$ cat src/adc_cfg_map.svh
`ifndef ADC_CFG_MAP_SVH
`define ADC_CFG_MAP_SVH
// How it works
// - power mode writes wait in shadow until transfer command
// - transfer bit clears itself after the update
// - reset loads documented defaults, config 0x18
// - lsb-first set: lsb shifted, address increments
// - lsb-first clear: msb shifted, address decrements
// - soft reset bit clears port registers, self-clears
// - read-only chip identifier at address 0x001
// - power mode 00 normal, 01 power-down
// - mode 10 stops datapath clocks, link stays
// - mode 11 holds datapath and link in reset
// - pll status bit 7 shows lock
// - power-up bit order is msb first

// ----------------------------------------------------------------
// register offsets in the 13-bit serial address space
// ----------------------------------------------------------------
`define CFG_ADDR       13'h0000
`define CHIPID_ADDR    13'h0001
`define GRADE_ADDR     13'h0002
`define PWR_ADDR       13'h0008
`define PLL_ADDR       13'h000A
`define XFER_ADDR      13'h00FF

// ----------------------------------------------------------------
// field positions, reset values and masks
// ----------------------------------------------------------------
`define CFG_RST        8'h18
`define CFG_ADDR13_MSK 8'h18
`define CFG_LSB_HI     6
`define CFG_LSB_LO     1
`define CFG_SRST_HI    5
`define CFG_SRST_LO    2
`define GRADE_VAL      8'h14
`define PWR_RST        8'h80
`define PWR_KEEP_MSK   8'h80
`define PWR_MODE_RST   2'h0
`define PLL_LOCK_BIT   7
`define XFER_CMD_BIT   0
`define RD_NONE        8'h00

// ----------------------------------------------------------------
// power mode codes
// ----------------------------------------------------------------
`define PM_CODE_NORMAL 2'h0
`define PM_CODE_DOWN   2'h1
`define PM_CODE_STBY   2'h2
`define PM_CODE_DPRST  2'h3

// ----------------------------------------------------------------
// serial framing counts
// ----------------------------------------------------------------
`define INSTR_LAST     4'hF
`define BYTE_LAST      4'h7
`define INSTR_RW_BIT   15
`define ADDR_MSB       12
`endif

$ cat src/adc_cfg_pkg.sv
package adc_cfg_pkg;
  // serial port framing phases, one-hot
  typedef enum logic [2:0] {
    PH_IDLE  = 3'h1,
    PH_INSTR = 3'h2,
    PH_DATA  = 3'h4
  } spi_phase_t;
  // applied power state, one-hot
  typedef enum logic [3:0] {
    PM_NORMAL  = 4'h1,
    PM_DOWN    = 4'h2,
    PM_STANDBY = 4'h4,
    PM_DPRESET = 4'h8
  } pwr_state_t;
endpackage

$ cat src/spi_reg_if.sv
`timescale 1ns/1ps
// register access between serial engine and register bank
interface spi_reg_if;
  logic        wr;         // one-cycle write strobe
  logic [12:0] waddr;      // write address
  logic [7:0]  wdata;      // write byte
  logic [12:0] raddr;      // read address
  logic [7:0]  rdata;      // read byte, combinational
  logic        lsb_first;  // bit order and address direction
  modport engine (output wr, waddr, wdata, raddr, input rdata, lsb_first);
  modport bank   (input wr, waddr, wdata, raddr, output rdata, lsb_first);
endinterface

$ cat src/spi_serial_engine.sv
`timescale 1ns/1ps
`include "adc_cfg_map.svh"
module spi_serial_engine
  import adc_cfg_pkg::*;
(
  input  wire logic  i_ref_clk,
  input  wire logic  i_reset,
  input  wire logic  i_clk_en,
  input  wire logic  i_sclk,
  input  wire logic  i_csb,
  input  wire logic  i_sdio,
  output logic       o_sdio,
  output logic       o_sdio_oe,
  spi_reg_if.engine  bus
);
  // ----------------------------------------------------------------
  // state
  // ----------------------------------------------------------------
  spi_phase_t  phase_r;     // framing phase
  logic        sclk_q;      // previous serial clock level
  logic [3:0]  cnt_r;       // bit count within phase
  logic [15:0] ish_r;       // instruction shifter
  logic [7:0]  dsh_r;       // data shifter
  logic [7:0]  tx_r;        // read data shifter
  logic        rw_r;        // 1 = read frame
  logic [12:0] addr_r;      // current streaming address
  logic        load_r;      // fetch read byte next cycle
  logic        sclk_rise;
  logic        sclk_fall;
  logic        instr_done;
  logic        byte_done;
  logic [15:0] ish_nxt;
  logic [7:0]  dsh_nxt;

  // sclk is sampled like any input, so it must run well below the ref clock
  assign sclk_rise  = i_sclk & ~sclk_q;
  assign sclk_fall  = ~i_sclk & sclk_q;
  assign instr_done = (phase_r == PH_INSTR) && sclk_rise && (cnt_r == `INSTR_LAST);
  assign byte_done  = (phase_r == PH_DATA) && sclk_rise && (cnt_r == `BYTE_LAST);
  // shift direction follows the configured bit order
  assign ish_nxt = bus.lsb_first ? {i_sdio, ish_r[15:1]} : {ish_r[14:0], i_sdio};
  assign dsh_nxt = bus.lsb_first ? {i_sdio, dsh_r[7:1]} : {dsh_r[6:0], i_sdio};
  assign bus.raddr = addr_r;

  // edge detector; parks at the idle high level of sclk so no false rise follows reset
  always_ff @(posedge i_ref_clk) begin
    if (i_reset) sclk_q <= 1'b1;
    else if (i_clk_en) sclk_q <= i_sclk;
  end

  // framing phase and bit counter; chip select high aborts any frame
  always_ff @(posedge i_ref_clk) begin
    if (i_reset) begin
      phase_r <= PH_IDLE;
      cnt_r   <= 4'h0;
    end else if (i_clk_en) begin
      if (i_csb) begin
        phase_r <= PH_IDLE;
        cnt_r   <= 4'h0;
      end else begin
        case (phase_r)
          PH_IDLE: begin
            phase_r <= PH_INSTR;
            cnt_r   <= 4'h0;
          end
          PH_INSTR: if (sclk_rise) begin
            if (cnt_r == `INSTR_LAST) begin
              phase_r <= PH_DATA;
              cnt_r   <= 4'h0;
            end else cnt_r <= cnt_r + 4'h1;
          end
          PH_DATA: if (sclk_rise) begin
            cnt_r <= (cnt_r == `BYTE_LAST) ? 4'h0 : cnt_r + 4'h1;
          end
          default: phase_r <= PH_IDLE;
        endcase
      end
    end
  end

  // input shifters
  always_ff @(posedge i_ref_clk) begin
    if (i_reset) begin
      ish_r <= 16'h0000;
      dsh_r <= 8'h00;
    end else if (i_clk_en) begin
      if (phase_r == PH_INSTR && sclk_rise) ish_r <= ish_nxt;
      if (phase_r == PH_DATA && sclk_rise) dsh_r <= dsh_nxt;
    end
  end

  // address: loaded by the instruction, stepped after every byte
  always_ff @(posedge i_ref_clk) begin
    if (i_reset) begin
      rw_r   <= 1'b0;
      addr_r <= 13'h0000;
    end else if (i_clk_en) begin
      if (instr_done) begin
        rw_r   <= ish_nxt[`INSTR_RW_BIT];
        addr_r <= ish_nxt[`ADDR_MSB:0];
      end else if (byte_done) begin
        addr_r <= bus.lsb_first ? addr_r + 13'h0001 : addr_r - 13'h0001;
      end
    end
  end

  // write strobe carries the address the byte belonged to
  always_ff @(posedge i_ref_clk) begin
    if (i_reset) begin
      bus.wr    <= 1'b0;
      bus.waddr <= 13'h0000;
      bus.wdata <= 8'h00;
    end else if (i_clk_en) begin
      bus.wr <= byte_done && !rw_r;
      if (byte_done && !rw_r) begin
        bus.waddr <= addr_r;
        bus.wdata <= dsh_nxt;
      end
    end
  end

  // read byte fetched one cycle after the address settles
  always_ff @(posedge i_ref_clk) begin
    if (i_reset) begin
      load_r <= 1'b0;
      tx_r   <= 8'h00;
    end else if (i_clk_en) begin
      load_r <= (instr_done && ish_nxt[`INSTR_RW_BIT]) || (byte_done && rw_r);
      if (load_r) tx_r <= bus.rdata;
      else if (phase_r == PH_DATA && rw_r && sclk_fall)
        tx_r <= bus.lsb_first ? {1'b0, tx_r[7:1]} : {tx_r[6:0], 1'b0};
    end
  end

  // sdio driven on falling edges during the data phase of a read
  always_ff @(posedge i_ref_clk) begin
    if (i_reset) begin
      o_sdio    <= 1'b0;
      o_sdio_oe <= 1'b0;
    end else if (i_clk_en) begin
      if (i_csb || phase_r != PH_DATA || !rw_r) begin
        o_sdio_oe <= 1'b0;
      end else if (sclk_fall) begin
        o_sdio    <= bus.lsb_first ? tx_r[0] : tx_r[7];
        o_sdio_oe <= 1'b1;
      end
    end
  end
endmodule

$ cat src/adc_config_register_bank.sv
`timescale 1ns/1ps
`include "adc_cfg_map.svh"
module adc_config_register_bank
  import adc_cfg_pkg::*;
#(
  // identifier value is arbitrary, not that of any product
  parameter logic [7:0] CHIP_IDENTIFIER = 8'h5A
)
(
  input  wire logic i_ref_clk,
  input  wire logic i_reset,
  input  wire logic i_clk_en,
  input  wire logic i_sclk,
  input  wire logic i_csb,
  input  wire logic i_sdio,
  input  wire logic i_pll_locked,
  output logic      o_sdio,
  output logic      o_sdio_oe,
  output logic      o_power_down,
  output logic      o_dp_clk_stop,
  output logic      o_dp_reset,
  output logic      o_link_reset,
  output logic      o_outputs_en
);
  // ----------------------------------------------------------------
  // decode helpers
  // ----------------------------------------------------------------

  // address match, shared by write and read decode
  function automatic logic hit(input logic [12:0] a, input logic [12:0] loc);
    hit = (a == loc);
  endfunction

  // power code to one-hot applied state
  function automatic pwr_state_t pwr_decode(input logic [1:0] code);
    case (code)
      `PM_CODE_NORMAL: pwr_decode = PM_NORMAL;
      `PM_CODE_DOWN:   pwr_decode = PM_DOWN;
      `PM_CODE_STBY:   pwr_decode = PM_STANDBY;
      `PM_CODE_DPRST:  pwr_decode = PM_DPRESET;
      default:         pwr_decode = PM_NORMAL;
    endcase
  endfunction

  // ----------------------------------------------------------------
  // register state
  // ----------------------------------------------------------------
  spi_reg_if   bus_if ();      // engine to bank link
  logic        lsb_r;          // bit order, mirrored in two bits
  logic        srst_r;         // pending soft reset, lives one cycle
  logic [1:0]  pwr_shadow_r;   // power code as written
  logic [1:0]  pwr_active_r;   // power code in effect
  logic        xfer_r;         // transfer pending
  pwr_state_t  pstate_r;       // decoded applied power state
  logic        wr_en;          // qualified write strobe
  logic        wr_cfg;         // write hits port config
  logic        wr_pwr;         // write hits power control
  logic        wr_xfer_set;    // transfer command seen
  logic [7:0]  rd_cfg;         // port config as read back
  logic [7:0]  rd_byte;        // read mux result

  // ----------------------------------------------------------------
  // serial engine
  // ----------------------------------------------------------------
  spi_serial_engine u_engine (
    .i_ref_clk (i_ref_clk),
    .i_reset   (i_reset),
    .i_clk_en  (i_clk_en),
    .i_sclk    (i_sclk),
    .i_csb     (i_csb),
    .i_sdio    (i_sdio),
    .o_sdio    (o_sdio),
    .o_sdio_oe (o_sdio_oe),
    .bus       (bus_if)
  );

  // ----------------------------------------------------------------
  // write decode
  // ----------------------------------------------------------------
  // unmapped addresses fall through every hit and are simply dropped
  assign wr_en       = bus_if.wr && i_clk_en;
  assign wr_cfg      = wr_en && hit(bus_if.waddr, `CFG_ADDR);
  assign wr_pwr      = wr_en && hit(bus_if.waddr, `PWR_ADDR);
  assign wr_xfer_set = wr_en && hit(bus_if.waddr, `XFER_ADDR)
                       && bus_if.wdata[`XFER_CMD_BIT];
  assign bus_if.lsb_first = lsb_r;

  // ----------------------------------------------------------------
  // serial port configuration
  // ----------------------------------------------------------------
  // either mirrored bit sets the order; soft reset wins one cycle later
  always_ff @(posedge i_ref_clk) begin
    if (i_reset) begin
      lsb_r  <= 1'b0;
      srst_r <= 1'b0;
    end else if (i_clk_en) begin
      if (srst_r) begin
        lsb_r  <= 1'b0;
        srst_r <= 1'b0;
      end else if (wr_cfg) begin
        lsb_r  <= bus_if.wdata[`CFG_LSB_HI] | bus_if.wdata[`CFG_LSB_LO];
        srst_r <= bus_if.wdata[`CFG_SRST_HI] | bus_if.wdata[`CFG_SRST_LO];
      end
    end
  end

  // ----------------------------------------------------------------
  // power control shadow and transfer
  // ----------------------------------------------------------------
  // shadow only takes the mode field; reserved bits are not stored
  always_ff @(posedge i_ref_clk) begin
    if (i_reset) pwr_shadow_r <= `PWR_MODE_RST;
    else if (wr_pwr) pwr_shadow_r <= bus_if.wdata[1:0];
  end

  // transfer flag: a new command in the clearing cycle keeps it set
  always_ff @(posedge i_ref_clk) begin
    if (i_reset) xfer_r <= 1'b0;
    else if (i_clk_en) begin
      if (wr_xfer_set) xfer_r <= 1'b1;
      else if (xfer_r) xfer_r <= 1'b0;
    end
  end

  // every shadowed field moves into effect in the same cycle
  always_ff @(posedge i_ref_clk) begin
    if (i_reset) begin
      pwr_active_r <= `PWR_MODE_RST;
      pstate_r     <= PM_NORMAL;
    end else if (i_clk_en && xfer_r) begin
      pwr_active_r <= pwr_shadow_r;
      pstate_r     <= pwr_decode(pwr_shadow_r);
    end
  end

  // ----------------------------------------------------------------
  // power mode outputs
  // ----------------------------------------------------------------
  // registered one cycle behind the applied state to keep outputs clean
  always_ff @(posedge i_ref_clk) begin
    if (i_reset) begin
      o_power_down  <= 1'b0;
      o_dp_clk_stop <= 1'b0;
      o_dp_reset    <= 1'b0;
      o_link_reset  <= 1'b0;
      o_outputs_en  <= 1'b1;
    end else if (i_clk_en) begin
      case (pstate_r)
        PM_NORMAL: begin
          o_power_down  <= 1'b0;
          o_dp_clk_stop <= 1'b0;
          o_dp_reset    <= 1'b0;
          o_link_reset  <= 1'b0;
          o_outputs_en  <= 1'b1;
        end
        PM_DOWN: begin
          o_power_down  <= 1'b1;
          o_dp_clk_stop <= 1'b1;
          o_dp_reset    <= 1'b0;
          o_link_reset  <= 1'b0;
          o_outputs_en  <= 1'b0;
        end
        PM_STANDBY: begin
          o_power_down  <= 1'b0;
          o_dp_clk_stop <= 1'b1;
          o_dp_reset    <= 1'b0;
          o_link_reset  <= 1'b0;
          o_outputs_en  <= 1'b1;
        end
        PM_DPRESET: begin
          o_power_down  <= 1'b0;
          o_dp_clk_stop <= 1'b0;
          o_dp_reset    <= 1'b1;
          o_link_reset  <= 1'b1;
          o_outputs_en  <= 1'b1;
        end
        default: begin
          o_power_down  <= 1'b0;
          o_dp_clk_stop <= 1'b0;
          o_dp_reset    <= 1'b0;
          o_link_reset  <= 1'b0;
          o_outputs_en  <= 1'b1;
        end
      endcase
    end
  end

  // ----------------------------------------------------------------
  // read mux
  // ----------------------------------------------------------------
  // soft reset bits always read zero; 13-bit addressing bits read one
  always_comb begin
    rd_cfg = `CFG_ADDR13_MSK;
    rd_cfg[`CFG_LSB_HI] = lsb_r;
    rd_cfg[`CFG_LSB_LO] = lsb_r;
  end

  // unmapped and reserved locations read zero
  always_comb begin
    rd_byte = `RD_NONE;
    if (hit(bus_if.raddr, `CFG_ADDR)) rd_byte = rd_cfg;
    else if (hit(bus_if.raddr, `CHIPID_ADDR)) rd_byte = CHIP_IDENTIFIER;
    else if (hit(bus_if.raddr, `GRADE_ADDR)) rd_byte = `GRADE_VAL;
    else if (hit(bus_if.raddr, `PWR_ADDR)) rd_byte = `PWR_KEEP_MSK | {6'h00, pwr_shadow_r};
    else if (hit(bus_if.raddr, `PLL_ADDR)) rd_byte[`PLL_LOCK_BIT] = i_pll_locked;
    else if (hit(bus_if.raddr, `XFER_ADDR)) rd_byte[`XFER_CMD_BIT] = xfer_r;
  end
  assign bus_if.rdata = rd_byte;
endmodule

$ cat config.mk
export PLATFORM = sky130hd
export DESIGN_NAME = adc_config_register_bank
export DESIGN_NICKNAME = d
export VERILOG_FILES = /design/src/adc_cfg_pkg.sv /design/src/spi_reg_if.sv /design/src/spi_serial_engine.sv /design/src/adc_config_register_bank.sv
export VERILOG_INCLUDE_DIRS = /design/src
export SDC_FILE = /design/constraint.sdc
export NUM_CORES = 1
export LEC_CHECK = 0
export BUFFER_PORTS_ARGS = -buffer_cell sky130_fd_sc_hd__clkbuf_2
export CORE_MARGIN = 2
export CORE_UTILIZATION = 60
export CTS_CLUSTER_SIZE = 10
export DETAILED_ROUTE_END_ITERATION = 6
export GPL_ROUTABILITY_DRIVEN = 0
export PLACE_DENSITY_LB_ADDON = 0.25
export SLEW_MARGIN = 30
export SYNTH_ARGS = -nofsm -noshare
export SYNTH_HDL_FRONTEND = slang
export SYNTH_SLANG_ARGS = --single-unit
$ cat constraint.sdc
create_clock -name i_ref_clk -period 2.8 [get_ports i_ref_clk]
set_clock_uncertainty 0.2 [all_clocks]
set_input_delay 0.42 -clock i_ref_clk [delete_from_list [all_inputs] [get_ports i_ref_clk]]
set_output_delay 0.42 -clock i_ref_clk [all_outputs]
set_load 0.02 [all_outputs]
==> flow_summary.yaml, run 1 <==
clock_network:
  cts_tree: "done"
  cts_max_level: 3
  clockBufferDepth: 2
  clk_pin_slew_ns: 0.09
  clock_sinks: 89
  clock-root-buffer: "clkbuf_8"
  postCtsHoldBufs: 0
  numCtsBuffers: 9
  insertion_delay_ns: 0.36
grt:
  grt-busiest-layer: "met2"
  grt_max_degree: 52
  gr-total-overflow: 0
  use_met3: 0.05012
  grt_use_met2: 0.4301
  use_met1: 0.3517
  grt_pass1_vias: 3881
  grt_usage: 0.2652
  grt_antenna_before_repair: 0
  grt_pass1_wl_microns: 18260
yosys:
  ys_dominant_reg_cell: "dfxtp_1"
  synth.area.top_cells: "dfxtp_1, mux2i_1, nor2_1, a211oi_1, a21oi_1"
  synthCells: 560
  yosysMostFrequentCell: "nor2_1"
  ys_types: 60
  synth_seq_cells: 89
  syn_area_per_cell_sq_um: 8.303
  netlist_top_cells_count: "nor2_1, dfxtp_1, mux2i_1"
  async_flop_share: 0
  synth_top_area_frac: 0.3832
  ys_warn_count: 0
  synth_edf_count: 0
  synth-seq-area-share: 0.3832
  post_synth_instance_area_sq_um: 4649
  syn_nets: 573
  yosys.area.top_type: "dfxtp_1"
power:
  seqPwrFrac: 0.498
  leakage_nw: 1.694
  total_power_mw: 2.572
  netSwitchingFraction: 0.2117
  ir_drop_mv: 0.3080
  pwr-share-comb: 0.044
  powerDensity_nw_per_um2: 503.7
  p_sw_mw: 0.5445
  power.internal_mw: 2.028
  clock_power_share: 0.459
placed_design:
  pre_cts_slack_ns: 0.2372
  hpwlAfterDp_microns: 7418
  io_buffers: 13
sta:
  finalHoldViolations: 0
  period_share: 0.9088
  rsz0062_at_grt: "no"
  clock.fmax_ghz: 0.3930
  whs_ns: 0.1456
  finalCriticalPeriod_ns: 2.545
  fin_setup_tns_ns: 0
  slew_headroom: 0.4284
  setup_slack_ns: 0.2555
  maxSlewViolCount: 0
  finalSetupViolations: 0
  worst_pin_slew_ns: 0.8574
floorplan:
  row_count: 32
  top_level_ports: 14
  dieArea_sq_um: 8470
  die_h_microns: 92.03
  fp.dieW_microns: 92.03
  initial_core_util: 0.6112
  core-area_sq_um: 7607
setup_path:
  critPathMaxStageDelay_ns: 0.68
  r2r-end: "u_engine.bus.raddr[12]"
  r2r-start: "u_engine.bus.raddr[1]"
  critPathRequiredTime_ns: 2.89
  path_buf_inv: 1
  slowest_stage: "or4b_2"
  crit_start: "u_engine.bus.raddr[1]"
  cp.arrival_ns: 2.63
  crit_path_end: "u_engine.bus.raddr[12]"
  cpLargestDelayFamily: "simple AND/OR/NAND/NOR gates"
  rrSetupSlack_ns: 0.26
  endpoint_kind: "flip-flop"
  crit_chain: "inv_1 -> ha_1 -> or4b_2 -> o22ai_2 -> nand2_1 -> or4_1 -> a31oi_1"
  crit_path_start_kind: "flip-flop"
  worst-setup-path-type: "reg2reg"
  crit_fanout: 9
  ff2ff_path_depth: 7
  crit_cells: 7
finish:
  drive_above_1_share: 0.1117
  final_core_util: 0.6712
  antenna_cells: 0
  syn_to_final_growth_pct: 9.822
  fin_nets: 572
drt:
  wl_per_cell_microns: 15.98
  vias_per_cell: 6.069
  ant_nets: 0
  wl_microns: 10640
  num_vias: 4042
  drtIter0Drc: 318
  drtPass1Iterations: 4
  drc: 0
job:
  cap_violations: 0
status:
  status: "finished, final reports clean"
min_path:
  holdCritPathClass: "in2reg"
cells by family after synthesis:
logic type,count (synthesis),synth area share
and+or+nand+nor,228,0.2497
adders and majority gates,6,0.01615
xor gates and xnor gates,4,0.007536
AOI/OAI and AO/OA,129,0.1830
buffers and inverters,53,0.04978
muxes,51,0.1106
DFF,89,0.3832
worst reg2reg max path: cells and delay by family, from the launching register on:
family          cells  cell delay [ns]
flops               1             0.40
simple gates        3             1.17
fa+ha+maj           1             0.19
buf+inv             1             0.16
compound gates      2             0.36
layout by cell type, fill, tap and decap left out, types with 7 or more instances in the layout:
cell      netlist  layout
buf_4           2      15
nand4_1        13      13
o21ai_0        17      17
nand3b_1        7       7
nand3_1        11      11
clkbuf_2        0      13
nor4_1          7       7
inv_1           9       9
a21oi_1        41      41
nor2_1         90      89
dfxtp_1        89      88
nand2_1        28      28
clkbuf_8        0      10
nor3_1         29      29
mux2i_1        48      48
a211oi_1       35      35
final cells by class:
type                       count  area, sq um
multi-input combinational    418         2645
fill                         632         2501
sequential                    89         1783
timing repair buffer          31        237.7
clock buffer                  10        137.6
clock inverter                 6        137.6
tap                          102        127.6
inverter                      10        37.54
power groups by stage:
stage                     clock network, mW  logic, mW  registers (mW)
after floorplan                           0     0.0688            1.31
after global placement                    0      0.107            1.31
after detailed placement                  0      0.111            1.31
after CTS                              1.19      0.112            1.28
after global routing                   1.24      0.123            1.28
final                                  1.18      0.113            1.28
layer usage:
metal | vias to the layer above | part of all wire
met4 | 0 | 0.017
met5 | - | 0
li1 | 2040 | -
met2 | 80 | 0.47
met3 | 14 | 0.036
met1 | 1908 | 0.48
metrics by stage:
stage          area, sq um  instances
2_1_floorplan         4649        560
3_3_place_gp          4825        650
3_5_place_dp          4825        650
4_1_cts               5100        666
5_1_grt               5106        666
6_report              5106        666
worst min path at each step:
| stage | start | endpoint | cells past startpoint |
|---|---|---|---|
| 3_3_place_gp | o_power_down | o_power_down | 1 |
| 6_report | i_sclk | u_engine.sclk_q | 2 |
| 3_5_place_dp | o_outputs_en | o_outputs_en | 2 |
| 2_1_floorplan | pstate_r[3] | pstate_r[3] | 2 |
| 5_1_grt | i_sclk | u_engine.sclk_q | 2 |
| 4_1_cts | i_sclk | u_engine.sclk_q | 2 |
state kept, by name, indices dropped and copies added (netlist names), 2 cells and up:
| signal | count |
|---|---|
| u_engine.phase_r | 3 |
| u_engine.bus.wdata | 5 |
| u_engine.dsh_r | 8 |
| u_engine.tx_r | 8 |
| pwr_shadow_r | 2 |
| u_engine.cnt_r | 4 |
| u_engine.bus.raddr | 13 |
| u_engine.bus.waddr | 13 |
| u_engine.ish_r | 16 |
| pstate_r | 4 |
what timing repair did:
item / CTS / global route
setup endpoints to repair: 0 / 1
resized for setup: 0 / 1
setup buffers: 0 / 0
No activity file was read; power rests on OpenSTA's default activity.
==> run 2: changes to the inputs <==
--- a/config.mk
+++ b/config.mk
@@ -6,6 +6,7 @@
 export SDC_FILE = /design/constraint.sdc
 export NUM_CORES = 1
 export LEC_CHECK = 0
+export ABC_AREA = 1
 export BUFFER_PORTS_ARGS = -buffer_cell sky130_fd_sc_hd__clkbuf_2
 export CORE_MARGIN = 2
 export CORE_UTILIZATION = 60
==> run 2 against run 1 <==
  * First-iteration DRC count down 12%
  * Largest cell class unchanged
  * Synthesized cell count up 19%
  * Setup slack better by 0.38 ns
  * Sequential share of layout area up 1.6 points
  * Design area down 4.5%
  * Total power down 10%
  * Critical path depth up 1
  * Non-clock buffer count down 9
  * Via count up 9.3%
  * Count of clock-buffer cells in the layout unchanged
  * Critical endpoint is now u_engine.bus.raddr[0]
  * Clock power down 22%
  * Die area down 1.2%
==> flow_summary.yaml, run 2 <==
yosys:
  synth_edf_count: 0
  synth-seq-area-share: 0.3879
  async_flop_share: 0
  synthCells: 665
  synth_top_area_frac: 0.3879
  netlist_top_cells_count: "nand2_1, dfxtp_1, nor2_1, o21ai_0, inv_1"
  ys_dominant_reg_cell: "dfxtp_1"
  synth_seq_cells: 89
  ys_warn_count: 0
  syn_area_per_cell_sq_um: 6.907
  post_synth_instance_area_sq_um: 4593
  yosys.area.top_type: "dfxtp_1"
  syn_nets: 678
  synth.area.top_cells: "dfxtp_1, nand2_1, o21ai_0, a21oi_1, nor2_1"
  ys_types: 41
  yosysMostFrequentCell: "nand2_1"
status:
  status: "finished, final reports clean"
placed_design:
  hpwlAfterDp_microns: 7633
  io_buffers: 13
  placed_area_sq_um: 4674
  dpl.cell_count: 752
setup_path:
  crit_fanout: 16
  crit_cells: 8
  slowest_stage: "dfxtp_1"
  r2r-start: "u_engine.cnt_r[0]"
  cpLargestDelayFamily: "simple AND/OR/NAND/NOR gates"
  cp.arrival_ns: 2.21
  crit_path_end: "u_engine.bus.raddr[0]"
  crit_chain: "ha_1 -> nand3_1 -> nor3_4 -> nand2_4 -> nand2_4 -> inv_1 -> o21ai_0 -> a21oi_1"
  path_buf_inv: 1
  crit_path_start_kind: "flip-flop"
  critPathMaxStageDelay_ns: 0.37
  critPathRequiredTime_ns: 2.85
  rrSetupSlack_ns: 0.64
  worst-setup-path-type: "reg2reg"
  crit_start: "u_engine.cnt_r[0]"
  r2r-end: "u_engine.bus.raddr[0]"
  crit_path_frequent_cell: "nand2_4"
  endpoint_kind: "flip-flop"
  ff2ff_path_depth: 8
sta:
  finalHoldViolations: 0
  clock.fmax_ghz: 0.4622
  period_share: 0.7728
  rsz0062_at_grt: "no"
  finalSetupViolations: 0
  worst_pin_slew_ns: 0.6602
  finalCriticalPeriod_ns: 2.164
  maxSlewViolCount: 0
  fin_setup_tns_ns: 0
  slew_headroom: 0.5558
power:
  powerDensity_nw_per_um2: 472.2
  leakage_nw: 1.972
  total_power_mw: 2.303
  ir_drop_mv: 0.2217
clock_network:
  clock_sinks: 89
  numCtsBuffers: 9
  cts_tree: "done"
  insertion_delay_ns: 0.37
  post_cts_resized: 0
  cts_max_level: 3
  postCtsHoldBufs: 0
  clock-root-buffer: "clkbuf_8"
  clockBufferDepth: 2
  cts_setup_buffers: 0
  clk_pin_slew_ns: 0.09
floorplan:
  initial_core_util: 0.6266
  row_count: 31
  core-area_sq_um: 7331
  fp.dieW_microns: 91.50
  top_level_ports: 14
  dieArea_sq_um: 8371
  die_h_microns: 91.50
finish:
  final_common_cell: "nand2_1"
  largest_register_ffs: 16
  antenna_cells: 0
  final_cells: 768
  final_core_util: 0.6653
  regMostFlops: "u_engine.ish_r"
  nFillCells: 654
  fin_nets: 677
  final_cell_mix: "nand2_1, dfxtp_1, o21ai_0, nor2_1, inv_1"
  syn_to_final_growth_pct: 6.184
  drive_above_1_share: 0.08371
  final_area_sq_um: 4877
drt:
  drtPass1Iterations: 5
  drtIter0Drc: 281
  wl_per_cell_microns: 14.14
  ant_nets: 0
  wl_microns: 10860
  num_vias: 4416
  vias_per_cell: 5.750
  drc: 0
job:
  cap_violations: 0
grt:
  grt_pass1_wl_microns: 18590
  grt_antenna_before_repair: 0
  grt_usage: 0.2706
  gr-total-overflow: 0
  grt_max_degree: 39
  grt_pass1_vias: 4105
min_path:
  holdCritPathClass: "in2reg"
run 2: area by class of cell:
class / instances / area, sq um / share of cell area
Clock buffer: 10 / 137.6 / 0.02822
Clock inverter: 6 / 65.06 / 0.01334
Inverter: 69 / 261.5 / 0.05362
Multi-Input combinational cell: 473 / 2375 / 0.4869
Sequential cell: 89 / 1782 / 0.3653
Tap cell: 99 / 123.9 / 0.02540
Timing Repair Buffer: 22 / 132.6 / 0.02719
run 2: through the flow:
stage               worst slack [ns]  hold WS (ns)
finish                        0.6363        0.1315
global route                  0.5075        0.1441
detailed placement            0.5778        0.2510
CTS                           0.6931        0.1301
global placement              0.6592        0.2385
floorplan                      1.003        0.2292
run 2: cells by family after synthesis:
group,count (synthesis),share of synthesized area
fa+ha+maj,6,0.01634
xor+xnor,3,0.005722
flops,89,0.3879
simple gates,286,0.2713
mux,6,0.01308
compound gates,172,0.2106
buf+inv,103,0.09507
run 2: metal layers:
layer  vias to the layer above  track usage  wire length (microns)
li1                       2219            -                      -
met1                      2026       0.3532                   4868
met2                       146       0.4510                   5158
met3                        25      0.04398                    622
met4                         0      0.09722                    208
met5                         -            0                      0
run 2: worst register-to-register path, delay by kind of cell, from the launching register on:
| kind | cells | cell delay (ns) |
|---|---|---|
| AOI/OAI and AO/OA | 2 | 0.31 |
| adders and majority gates | 1 | 0.22 |
| buffers and inverters | 1 | 0.22 |
| DFF | 1 | 0.37 |
| and+or+nand+nor | 4 | 0.73 |
run 2: how the worst min path moves through the flow:
| stage | startpoint | end | slack [ns] | depth (start not counted) |
|---|---|---|---|---|
| 6_report | i_sclk | u_engine.sclk_q | 0.13 | 3 |
| 3_3_place_gp | u_engine.bus.waddr[12] | u_engine.bus.waddr[12] | 0.24 | 2 |
| 2_1_floorplan | u_engine.bus.waddr[12] | u_engine.bus.waddr[12] | 0.23 | 2 |
| 3_5_place_dp | u_engine.bus.waddr[12] | u_engine.bus.waddr[12] | 0.25 | 2 |
| 4_1_cts | i_sclk | u_engine.sclk_q | 0.13 | 3 |
| 5_1_grt | i_sclk | u_engine.sclk_q | 0.14 | 3 |
run 2: power by group:
part           leakage, nW  internal [mW]  switching, mW  total [mW]
sequential           0.719           1.28        0.00734        1.28
clock                0.103          0.440          0.481       0.921
combinational         1.15         0.0282         0.0704      0.0986
total                 1.97           1.74          0.559        2.30
